===== config.mk =====
export PLATFORM = sky130hd
export DESIGN_NAME = usb_port_control
export DESIGN_NICKNAME = d
export VERILOG_FILES = /design/src/common/usb_port_pkg.sv /design/src/common/port_ctl_if.sv /design/src/rtl/test_mode_decode.sv /design/src/rtl/line_state_monitor.sv /design/src/rtl/usb_port_control.sv
export SDC_FILE = /design/constraint.sdc
export NUM_CORES = 1
export LEC_CHECK = 0
export BUFFER_PORTS_ARGS = -buffer_cell sky130_fd_sc_hd__clkbuf_2
export CAP_MARGIN = 20
export CORE_ASPECT_RATIO = 0.8
export CORE_MARGIN = 5
export CORE_UTILIZATION = 48
export CTS_CLUSTER_SIZE = 16
export DETAILED_ROUTE_END_ITERATION = 10
export GPL_ROUTABILITY_DRIVEN = 0
export GPL_TIMING_DRIVEN = 0
export PLACE_DENSITY = 0.85
export SLEW_MARGIN = 10
export SYNTH_ARGS = -nofsm -noshare
export SYNTH_HDL_FRONTEND = slang
export SYNTH_SLANG_ARGS = --single-unit

===== constraint.sdc =====
create_clock -name pclk -period 4.64 [get_ports pclk]
set_input_delay 0.232 -clock pclk [delete_from_list [all_inputs] [get_ports pclk]]
set_output_delay 0.232 -clock pclk [all_outputs]
set_load 0.005 [all_outputs]

===== src/common/usb_port_pkg.sv =====
// constants and types shared by the port control slice and its helpers
package usb_port_pkg;

	// ------------------------------------------------------------------
	// register map (byte addresses on the apb bus)
	// ------------------------------------------------------------------
	localparam int          ADDR_W         = 12;
	localparam logic [11:0] PORT_OFS       = 12'h000;
	localparam logic [11:0] ROUTE_OFS      = 12'h004;
	localparam logic [11:0] PARAMS_OFS     = 12'h008;
	localparam logic [11:0] IRQ_STAT_OFS   = 12'h00C;
	localparam logic [11:0] IRQ_MASK_OFS   = 12'h010;

	// ------------------------------------------------------------------
	// field positions
	// ------------------------------------------------------------------
	localparam int          TEST_LSB       = 16;
	localparam int          TEST_W         = 4;
	localparam int          OWNED_BIT      = 13;
	localparam int          POWER_BIT      = 12;
	localparam int          LINE_PLUS_BIT  = 11;
	localparam int          LINE_MINUS_BIT = 10;
	localparam int          CFG_BIT        = 0;
	localparam int          PSW_BIT        = 4;

	// ------------------------------------------------------------------
	// reset values
	// ------------------------------------------------------------------
	localparam logic [3:0]  TEST_RST       = 4'h0;
	localparam logic        OWNED_RST      = 1'b1;
	localparam logic        POWER_RST      = 1'b0;
	localparam logic        CFG_RST        = 1'b0;
	localparam logic [1:0]  LINE_RST       = 2'h0;
	localparam logic [31:0] ZERO_WORD      = 32'h0000_0000;

	// ------------------------------------------------------------------
	// test mode encodings, modes are consecutive from TEST_J upward
	// ------------------------------------------------------------------
	localparam logic [3:0]  TEST_OFF       = 4'h0;
	localparam logic [3:0]  TEST_J         = 4'h1;
	localparam int          TEST_MODES     = 5;

	// ------------------------------------------------------------------
	// interrupt events
	// ------------------------------------------------------------------
	localparam int          EV_W           = 3;
	localparam int          EV_OVERCUR     = 0;
	localparam int          EV_LINE        = 1;
	localparam int          EV_OWNER       = 2;
	localparam logic [2:0]  EV_RST         = 3'h0;

	// bus handshake states, one bit apart along the only path
	typedef enum logic {
		ST_IDLE = 1'b0,
		ST_RESP = 1'b1
	} apb_state_e;

endpackage


===== src/common/port_ctl_if.sv =====
// carrier between the port control core and its two helpers
`timescale 1ns/1ps
`default_nettype none
interface port_ctl_if;
	import usb_port_pkg::*;
	logic [TEST_W-1:0]     test_select;
	logic [TEST_MODES-1:0] test_onehot;
	logic                  powered;
	logic [1:0]            line_state;
	logic                  line_change;

	modport core    (output test_select, output powered,
	                 input test_onehot, input line_state, input line_change);
	modport decoder (input test_select, output test_onehot);
	modport monitor (input powered, output line_state, output line_change);
endinterface
`default_nettype wire


===== src/rtl/test_mode_decode.sv =====
// decodes the test selection into one line per test mode
`timescale 1ns/1ps
`default_nettype none
module test_mode_decode
	import usb_port_pkg::*;
(
	port_ctl_if.decoder ctl
);
	// one compare per mode; reserved codes light nothing
	for (genvar i = 0; i < TEST_MODES; i++) begin : g_mode
		assign ctl.test_onehot[i] =
			(ctl.test_select == TEST_J + TEST_W'(i));
	end
endmodule
`default_nettype wire


===== src/rtl/line_state_monitor.sv =====
// samples the data line levels while powered and flags each change
`timescale 1ns/1ps
`default_nettype none
module line_state_monitor
	import usb_port_pkg::*;
(
	input  wire logic   pclk,
	input  wire logic   presetn,
	input  wire logic   plus_line,
	input  wire logic   minus_line,
	port_ctl_if.monitor ctl
);
	logic [1:0] line_ff;
	logic       change_ff;

	// unpowered port shows zero and never reports a change
	always_ff @(posedge pclk or negedge presetn) begin
		if (!presetn) begin
			line_ff   <= LINE_RST;
			change_ff <= 1'b0;
		end else if (ctl.powered) begin
			line_ff   <= {plus_line, minus_line};
			change_ff <= (line_ff != {plus_line, minus_line});
		end else begin
			line_ff   <= LINE_RST;
			change_ff <= 1'b0;
		end
	end

	assign ctl.line_state  = line_ff;
	assign ctl.line_change = change_ff;
endmodule
`default_nettype wire


===== src/rtl/usb_port_control.sv =====
// port test, ownership, power and line state slice with apb registers
`timescale 1ns/1ps
`default_nettype none
module usb_port_control
	import usb_port_pkg::*;
#(
	parameter bit PSW_PRESENT = 1'b1
)(
	input  wire logic              pclk,
	input  wire logic              presetn,
	input  wire logic              psel,
	input  wire logic              penable,
	input  wire logic              pwrite,
	input  wire logic [ADDR_W-1:0] paddr,
	input  wire logic [31:0]       pwdata,
	output logic      [31:0]       prdata,
	output logic                   pready,
	output logic                   pslverr,
	input  wire logic              plus_line,
	input  wire logic              minus_line,
	input  wire logic              overcurrent,
	output logic                   port_power_en,
	output logic                   companion_route,
	output logic                   hs_route,
	output logic                   test_drive_j,
	output logic                   test_drive_k,
	output logic                   test_se0_nak,
	output logic                   test_packet_send,
	output logic                   test_force_enable,
	output logic                   irq
);

	// ------------------------------------------------------------------
	// elaboration checks
	// ------------------------------------------------------------------
	if (TEST_MODES != 5) begin : g_bad_modes
		$error("test mode decoder expects exactly five modes");
	end

	// ------------------------------------------------------------------
	// declarations
	// ------------------------------------------------------------------
	apb_state_e            state_ff;
	apb_state_e            nxt_state;
	logic [31:0]           prdata_ff;
	logic                  pready_ff;
	logic                  pslverr_ff;
	logic [TEST_W-1:0]     test_select_ff;
	logic                  companion_owned_ff;
	logic                  supply_switch_on_ff;
	logic                  configure_flag_ff;
	logic                  cfg_prev_ff;
	logic [EV_W-1:0]       irq_stat_ff;
	logic [EV_W-1:0]       irq_mask_ff;
	logic                  irq_ff;
	logic [TEST_MODES-1:0] test_out_ff;
	logic                  route_ff;
	logic                  hs_ff;
	logic [31:0]           rd_word;
	logic                  addr_hit;
	logic                  wr_commit;
	logic                  rd_commit;
	logic                  wr_port;
	logic                  wr_route;
	logic                  wr_stat;
	logic                  wr_mask;
	logic                  cfg_rise;
	logic                  power_read;
	logic                  oc_cut;
	logic                  owner_next;
	logic                  owner_evt;
	logic [EV_W-1:0]       ev_set;

	port_ctl_if ctl ();

	// ------------------------------------------------------------------
	// helpers
	// ------------------------------------------------------------------
	// decoder turns the stored code into per-mode strobes
	test_mode_decode u_decode (
		.ctl (ctl.decoder)
	);

	// monitor samples the data lines only while powered
	line_state_monitor u_lines (
		.pclk       (pclk),
		.presetn    (presetn),
		.plus_line  (plus_line),
		.minus_line (minus_line),
		.ctl        (ctl.monitor)
	);

	assign ctl.test_select = test_select_ff;
	assign ctl.powered     = power_read;

	// ------------------------------------------------------------------
	// apb handshake
	// ------------------------------------------------------------------
	// one wait state so that prdata and pready come from flops
	always_comb begin
		case (state_ff)
			ST_IDLE: nxt_state = (psel && penable) ? ST_RESP : ST_IDLE;
			ST_RESP: nxt_state = ST_IDLE;
			default: nxt_state = ST_IDLE;
		endcase
	end

	always_ff @(posedge pclk or negedge presetn) begin
		if (!presetn) begin
			state_ff <= ST_IDLE;
		end else begin
			state_ff <= nxt_state;
		end
	end

	// address decode; anything outside the map answers with pslverr
	always_comb begin
		case (paddr)
			PORT_OFS,
			ROUTE_OFS,
			PARAMS_OFS,
			IRQ_STAT_OFS,
			IRQ_MASK_OFS: addr_hit = 1'b1;
			default:      addr_hit = 1'b0;
		endcase
	end

	// writes land only at the edge where pready is seen high
	assign wr_commit = psel && penable && pready_ff && pwrite && addr_hit;
	assign rd_commit = (nxt_state == ST_RESP);
	assign wr_port   = wr_commit && (paddr == PORT_OFS);
	assign wr_route  = wr_commit && (paddr == ROUTE_OFS);
	assign wr_stat   = wr_commit && (paddr == IRQ_STAT_OFS);
	assign wr_mask   = wr_commit && (paddr == IRQ_MASK_OFS);

	// read mux; reserved bits read as zero
	always_comb begin
		rd_word = ZERO_WORD;
		case (paddr)
			PORT_OFS: begin
				rd_word[TEST_LSB +: TEST_W] = test_select_ff;
				rd_word[OWNED_BIT]          = companion_owned_ff;
				rd_word[POWER_BIT]          = power_read;
				rd_word[LINE_PLUS_BIT]      = ctl.line_state[1];
				rd_word[LINE_MINUS_BIT]     = ctl.line_state[0];
			end
			ROUTE_OFS:    rd_word[CFG_BIT] = configure_flag_ff;
			PARAMS_OFS:   rd_word[PSW_BIT] = PSW_PRESENT;
			IRQ_STAT_OFS: rd_word[EV_W-1:0] = irq_stat_ff;
			IRQ_MASK_OFS: rd_word[EV_W-1:0] = irq_mask_ff;
			default:      rd_word = ZERO_WORD;
		endcase
	end

	// response flops: data and error are held with pready
	always_ff @(posedge pclk or negedge presetn) begin
		if (!presetn) begin
			pready_ff  <= 1'b0;
			pslverr_ff <= 1'b0;
			prdata_ff  <= ZERO_WORD;
		end else begin
			pready_ff  <= rd_commit;
			pslverr_ff <= rd_commit && !addr_hit;
			if (rd_commit && !pwrite) begin
				prdata_ff <= rd_word;
			end
		end
	end

	// ------------------------------------------------------------------
	// test mode selection
	// ------------------------------------------------------------------
	// stored as written; reserved codes are kept but select no mode
	always_ff @(posedge pclk or negedge presetn) begin
		if (!presetn) begin
			test_select_ff <= TEST_RST;
		end else if (wr_port) begin
			test_select_ff <= pwdata[TEST_LSB +: TEST_W];
		end
	end

	// registered strobes; code zero leaves every strobe low
	always_ff @(posedge pclk or negedge presetn) begin
		if (!presetn) begin
			test_out_ff <= '0;
		end else if (test_select_ff == TEST_OFF) begin
			test_out_ff <= '0;
		end else begin
			test_out_ff <= ctl.test_onehot;
		end
	end

	// ------------------------------------------------------------------
	// routing configure flag
	// ------------------------------------------------------------------
	always_ff @(posedge pclk or negedge presetn) begin
		if (!presetn) begin
			configure_flag_ff <= CFG_RST;
			cfg_prev_ff       <= CFG_RST;
		end else begin
			if (wr_route) begin
				configure_flag_ff <= pwdata[CFG_BIT];
			end
			cfg_prev_ff <= configure_flag_ff;
		end
	end

	assign cfg_rise = configure_flag_ff && !cfg_prev_ff;

	// ------------------------------------------------------------------
	// port ownership
	// ------------------------------------------------------------------
	// forcing wins over the rising edge, which wins over software
	always_comb begin
		if (!configure_flag_ff) begin
			owner_next = 1'b1;
		end else if (cfg_rise) begin
			owner_next = 1'b0;
		end else if (wr_port) begin
			owner_next = pwdata[OWNED_BIT];
		end else begin
			owner_next = companion_owned_ff;
		end
	end

	always_ff @(posedge pclk or negedge presetn) begin
		if (!presetn) begin
			companion_owned_ff <= OWNED_RST;
		end else begin
			companion_owned_ff <= owner_next;
		end
	end

	assign owner_evt = (owner_next != companion_owned_ff);

	// routing follows ownership, so the flag sets the default
	always_ff @(posedge pclk or negedge presetn) begin
		if (!presetn) begin
			route_ff <= OWNED_RST;
			hs_ff    <= CFG_RST;
		end else begin
			route_ff <= companion_owned_ff;
			hs_ff    <= !companion_owned_ff && configure_flag_ff;
		end
	end

	// ------------------------------------------------------------------
	// port power switch
	// ------------------------------------------------------------------
	// overcurrent on a switched-on port takes precedence over a software write in the same cycle
	assign oc_cut = PSW_PRESENT && supply_switch_on_ff && overcurrent;

	always_ff @(posedge pclk or negedge presetn) begin
		if (!presetn) begin
			supply_switch_on_ff <= POWER_RST;
		end else if (oc_cut) begin
			supply_switch_on_ff <= 1'b0;
		end else if (wr_port && PSW_PRESENT) begin
			supply_switch_on_ff <= pwdata[POWER_BIT];
		end
	end

	// without switches the port reads as permanently powered; port_power_en stays low
	assign power_read = PSW_PRESENT ? supply_switch_on_ff : 1'b1;

	// ------------------------------------------------------------------
	// interrupt status and mask
	// ------------------------------------------------------------------
	// unpowered port raises no line or ownership event
	always_comb begin
		ev_set              = '0;
		ev_set[EV_OVERCUR]  = oc_cut;
		ev_set[EV_LINE]     = ctl.line_change && power_read;
		ev_set[EV_OWNER]    = owner_evt && power_read;
	end

	// write one clears; a new event in the same cycle survives
	always_ff @(posedge pclk or negedge presetn) begin
		if (!presetn) begin
			irq_stat_ff <= EV_RST;
		end else begin
			irq_stat_ff <= ev_set |
				(irq_stat_ff & ~(wr_stat ? pwdata[EV_W-1:0] : EV_RST));
		end
	end

	always_ff @(posedge pclk or negedge presetn) begin
		if (!presetn) begin
			irq_mask_ff <= EV_RST;
		end else if (wr_mask) begin
			irq_mask_ff <= pwdata[EV_W-1:0];
		end
	end

	// level interrupt, high while any enabled bit stands
	always_ff @(posedge pclk or negedge presetn) begin
		if (!presetn) begin
			irq_ff <= 1'b0;
		end else begin
			irq_ff <= |(irq_stat_ff & irq_mask_ff);
		end
	end

	// ------------------------------------------------------------------
	// outputs, all straight from flops
	// ------------------------------------------------------------------
	assign prdata            = prdata_ff;
	assign pready            = pready_ff;
	assign pslverr           = pslverr_ff;
	assign port_power_en     = supply_switch_on_ff;
	assign companion_route   = route_ff;
	assign hs_route          = hs_ff;
	assign test_drive_j      = test_out_ff[0];
	assign test_drive_k      = test_out_ff[1];
	assign test_se0_nak      = test_out_ff[2];
	assign test_packet_send  = test_out_ff[3];
	assign test_force_enable = test_out_ff[4];
	assign irq               = irq_ff;

endmodule
`default_nettype wire


==> impl_metrics.ini <==
[layout]
fillCellCount = 278
syn2layout_area_growth_pct = 26.7
mostFrequentLayoutCells = 51 x clkbuf_2, 37 x dfrtp_1, 20 x buf_4, 20 x conb_1, 11 x a22o_1
nets = 280
diodes = 0
final_common_cell = clkbuf_2
instances_no_fill = 271
fin_area_mm2 = 0.00227
drive_gt1_share_pct = 41.0

[clock_network]
cts_made_buffers = 5
clock_sinks = 39
cts_setup_buffers = 0
cts-root-buf = clkbuf_8
htree_levels = 2
hold_buffers = 0
clk_path_buf_depth = 2
clkSlewWorstSetupHoldPaths_ps = 70
clk_latency_ps = 290
cts_tree = yes
post_cts_resized = 0

[worst_hold_path]
hold_path.class = input pin to asynchronous set/reset pin

[placed_design]
dp_hpwl_um = 2940
preCtsSetupSlack_ps = 2490
port_buffers = 51
dpl_cell_area_mm2 = 0.00217
dp_cells = 263

[yosys]
synthAdderAreaFrac_pct = 0
synth_area_leaders = dfrtp_1 52%, buf_4 8.4%, a22o_1 5.4%
netlist_instances = 151
synth_area_mm2 = 0.00179
yosysSeqAreaShare_pct = 54.5
synth_compound_area_share_pct = 12.4
synth-edff-count = 0
avgSynthCellArea_um2 = 11.9
yosysTopAreaCell = dfrtp_1
yosysTopAreaCellShare_pct = 51.6
async_reset_ff_share_pct = 100
yosys.area_share.simple_pct = 15.8
synth_top_family_by_area = simple AND/OR/NAND/NOR gates
synth-seq-cells = 39
synth_xor_xnor_area_share_pct = 0.976
synth.area.mux_share_pct = 5.58
ys.warnings.count = 0
synth.distinct_cells = 43
synthFlopType = dfrtp_1

[worst_setup_path]
cp-startpoint = paddr[9]
path_class = input pin to register
rr_worst_depth = 5
regToRegStartpoint = pready
crit_path_max_fanout = 6
cp-start-kind = input pin
worstReg2RegEnd = ctl.test_select[3]
worstPathArrival_ps = 2000
crit_path_end_kind = register
critPathCapture = ctl.test_select[3]
cp.required_ps = 4820
reg2reg_slack_ps = 2860

[route]
route.detailed.drc = 0
wl_per_cell_um = 14.0
postRouteAntennaNets = 0
wl_um = 3780
vias_per_cell = 5.05
first_pass_iters = 4
num_vias = 1369
first_iter_violations = 164

[sta]
grt_setup_unrepaired = false
setup_viol = 0
fin_crit_sh_pct = 39.2
finalHoldViolations = 0
slew_headroom_pct = 38.0
clock.fmax_mhz = 550
fin_setup_tns_ps = 0
slew_violations = 0
period_needed_ps = 1820
worst_slew_pin_slew_ps = 930
final.setup_skew_ps = 6.47
setup_ws_ps = 2820

[global_routing]
grt_pass1_wl_um = 6220
antenna_found_initial = 0
grt_usage_pct = 15.7
grt_max_degree = 40
grt_pass1_vias = 1364
globalRouteOverflowTotal = 0

[floorplan]
rows = 19
coreArea_mm2 = 0.00352
die-width_um = 78.4
ios = 95
dieArea_mm2 = 0.00507
start_util_pct = 51.0
die_y_um = 64.7

[power_and_ir_drop]
p_int_uw = 500
combPwrFrac_pct = 7.6
vdd_ir_drop_max_mv = 0.199
power.share.sequential_pct = 53.6
p_sw_uw = 138
fin_total_pwr_uw = 638
p_clk_share_pct = 38.9
power_leakage_uw = 0.00121
p_per_area_mw_per_mm2 = 281
switching_share_pct = 21.7

[flow_run]
maxCapViolCount = 0

[outcome]
status = complete, no violations
## worst min-delay path by stage
stage / from / endpoint / slack, ps / depth (start not counted)
4_1_cts: presetn / pslverr / 110 / 1
5_1_grt: presetn / pready / 140 / 1
2_1_floorplan: presetn / cfg_prev_ff / -60 / 0
3_5_place_dp: companion_owned_ff / companion_route / 400 / 0
3_3_place_gp: presetn / hs_route / 400 / 1
6_report: presetn / pready / 70 / 1
## power by group through the flow
stage	combinational [uW]	clock (uW)	sequential (uW)
finish	48.2	248	342
global route	54.7	268	342
CTS	48.0	253	342
detailed placement	47.8	0	348
global placement	47.1	0	348
floorplan	23.1	0	348
## state kept, by name, summed over array words and instances, names as in the netlist
name,count
irq_mask_ff,3
configure_flag_ff,1
irq_stat_ff,3
hs_route,1
irq,1
u_lines.ctl.line_state,2
prdata,12
u_lines.ctl.line_change,1
pslverr,1
ctl.test_select,4
test_out_ff,5
cfg_prev_ff,1
port_power_en,1
companion_route,1
pready,1
companion_owned_ff,1
## per-stage QoR
step | hold WS, ps | util, %
2_1_floorplan | -63.6 | -
3_3_place_gp | 398 | 61.8
3_5_place_dp | 401 | 61.8
4_1_cts | 106 | 64.6
5_1_grt | 142 | 64.6
6_report | 66.5 | 64.6
## worst max-delay path, stage by stage
cell and delay (ps):
clkbuf_2 80, or4_4 530, or3b_1 400, buf_6 150
nor2_2 240, mux2_2 370
## kinds of logic after synthesis
logic type,count (synthesis)
buffers and inverters,28
DFF,39
other,1
and+or+nand+nor,45
AOI/OAI and AO/OA,27
xor gates and xnor gates,2
muxes,9
## cell usage after synthesis (2+ instances only)
master	count
and3_1	2
nand2_1	10
a32oi_1	2
nor4b_1	3
dfrtp_1	37
xnor2_1	2
nand3_1	3
nand4_1	4
a22o_1	11
nor4bb_1	2
nor2_1	5
and2_1	3
nor3_1	3
mux2_2	8
buf_4	20
clkbuf_1	4
dfstp_2	2
o21ai_0	3
inv_1	3
## cell type report
| class | instances | area (um^2) | share of cell area [%] |
|---|---|---|---|
| tap | 42 | 52.6 | 2.31 |
| timing repair buffer | 51 | 255 | 11.2 |
| inverter | 3 | 11.3 | 0.495 |
| buffer | 25 | 176 | 7.76 |
| multi-input combinational | 103 | 699 | 30.8 |
| clock buffer | 8 | 100 | 4.40 |
| sequential | 39 | 978 | 43.0 |
## layer usage
layer	global-route usage (%)	vias to the layer above	part of all wire [%]
li1	-	668	-
met1	20.6	640	45
met2	23.8	56	45
met3	5.12	5	8.4
met4	7.21	0	1.5
met5	0	-	0
Power figures use the tool's default switching activity.
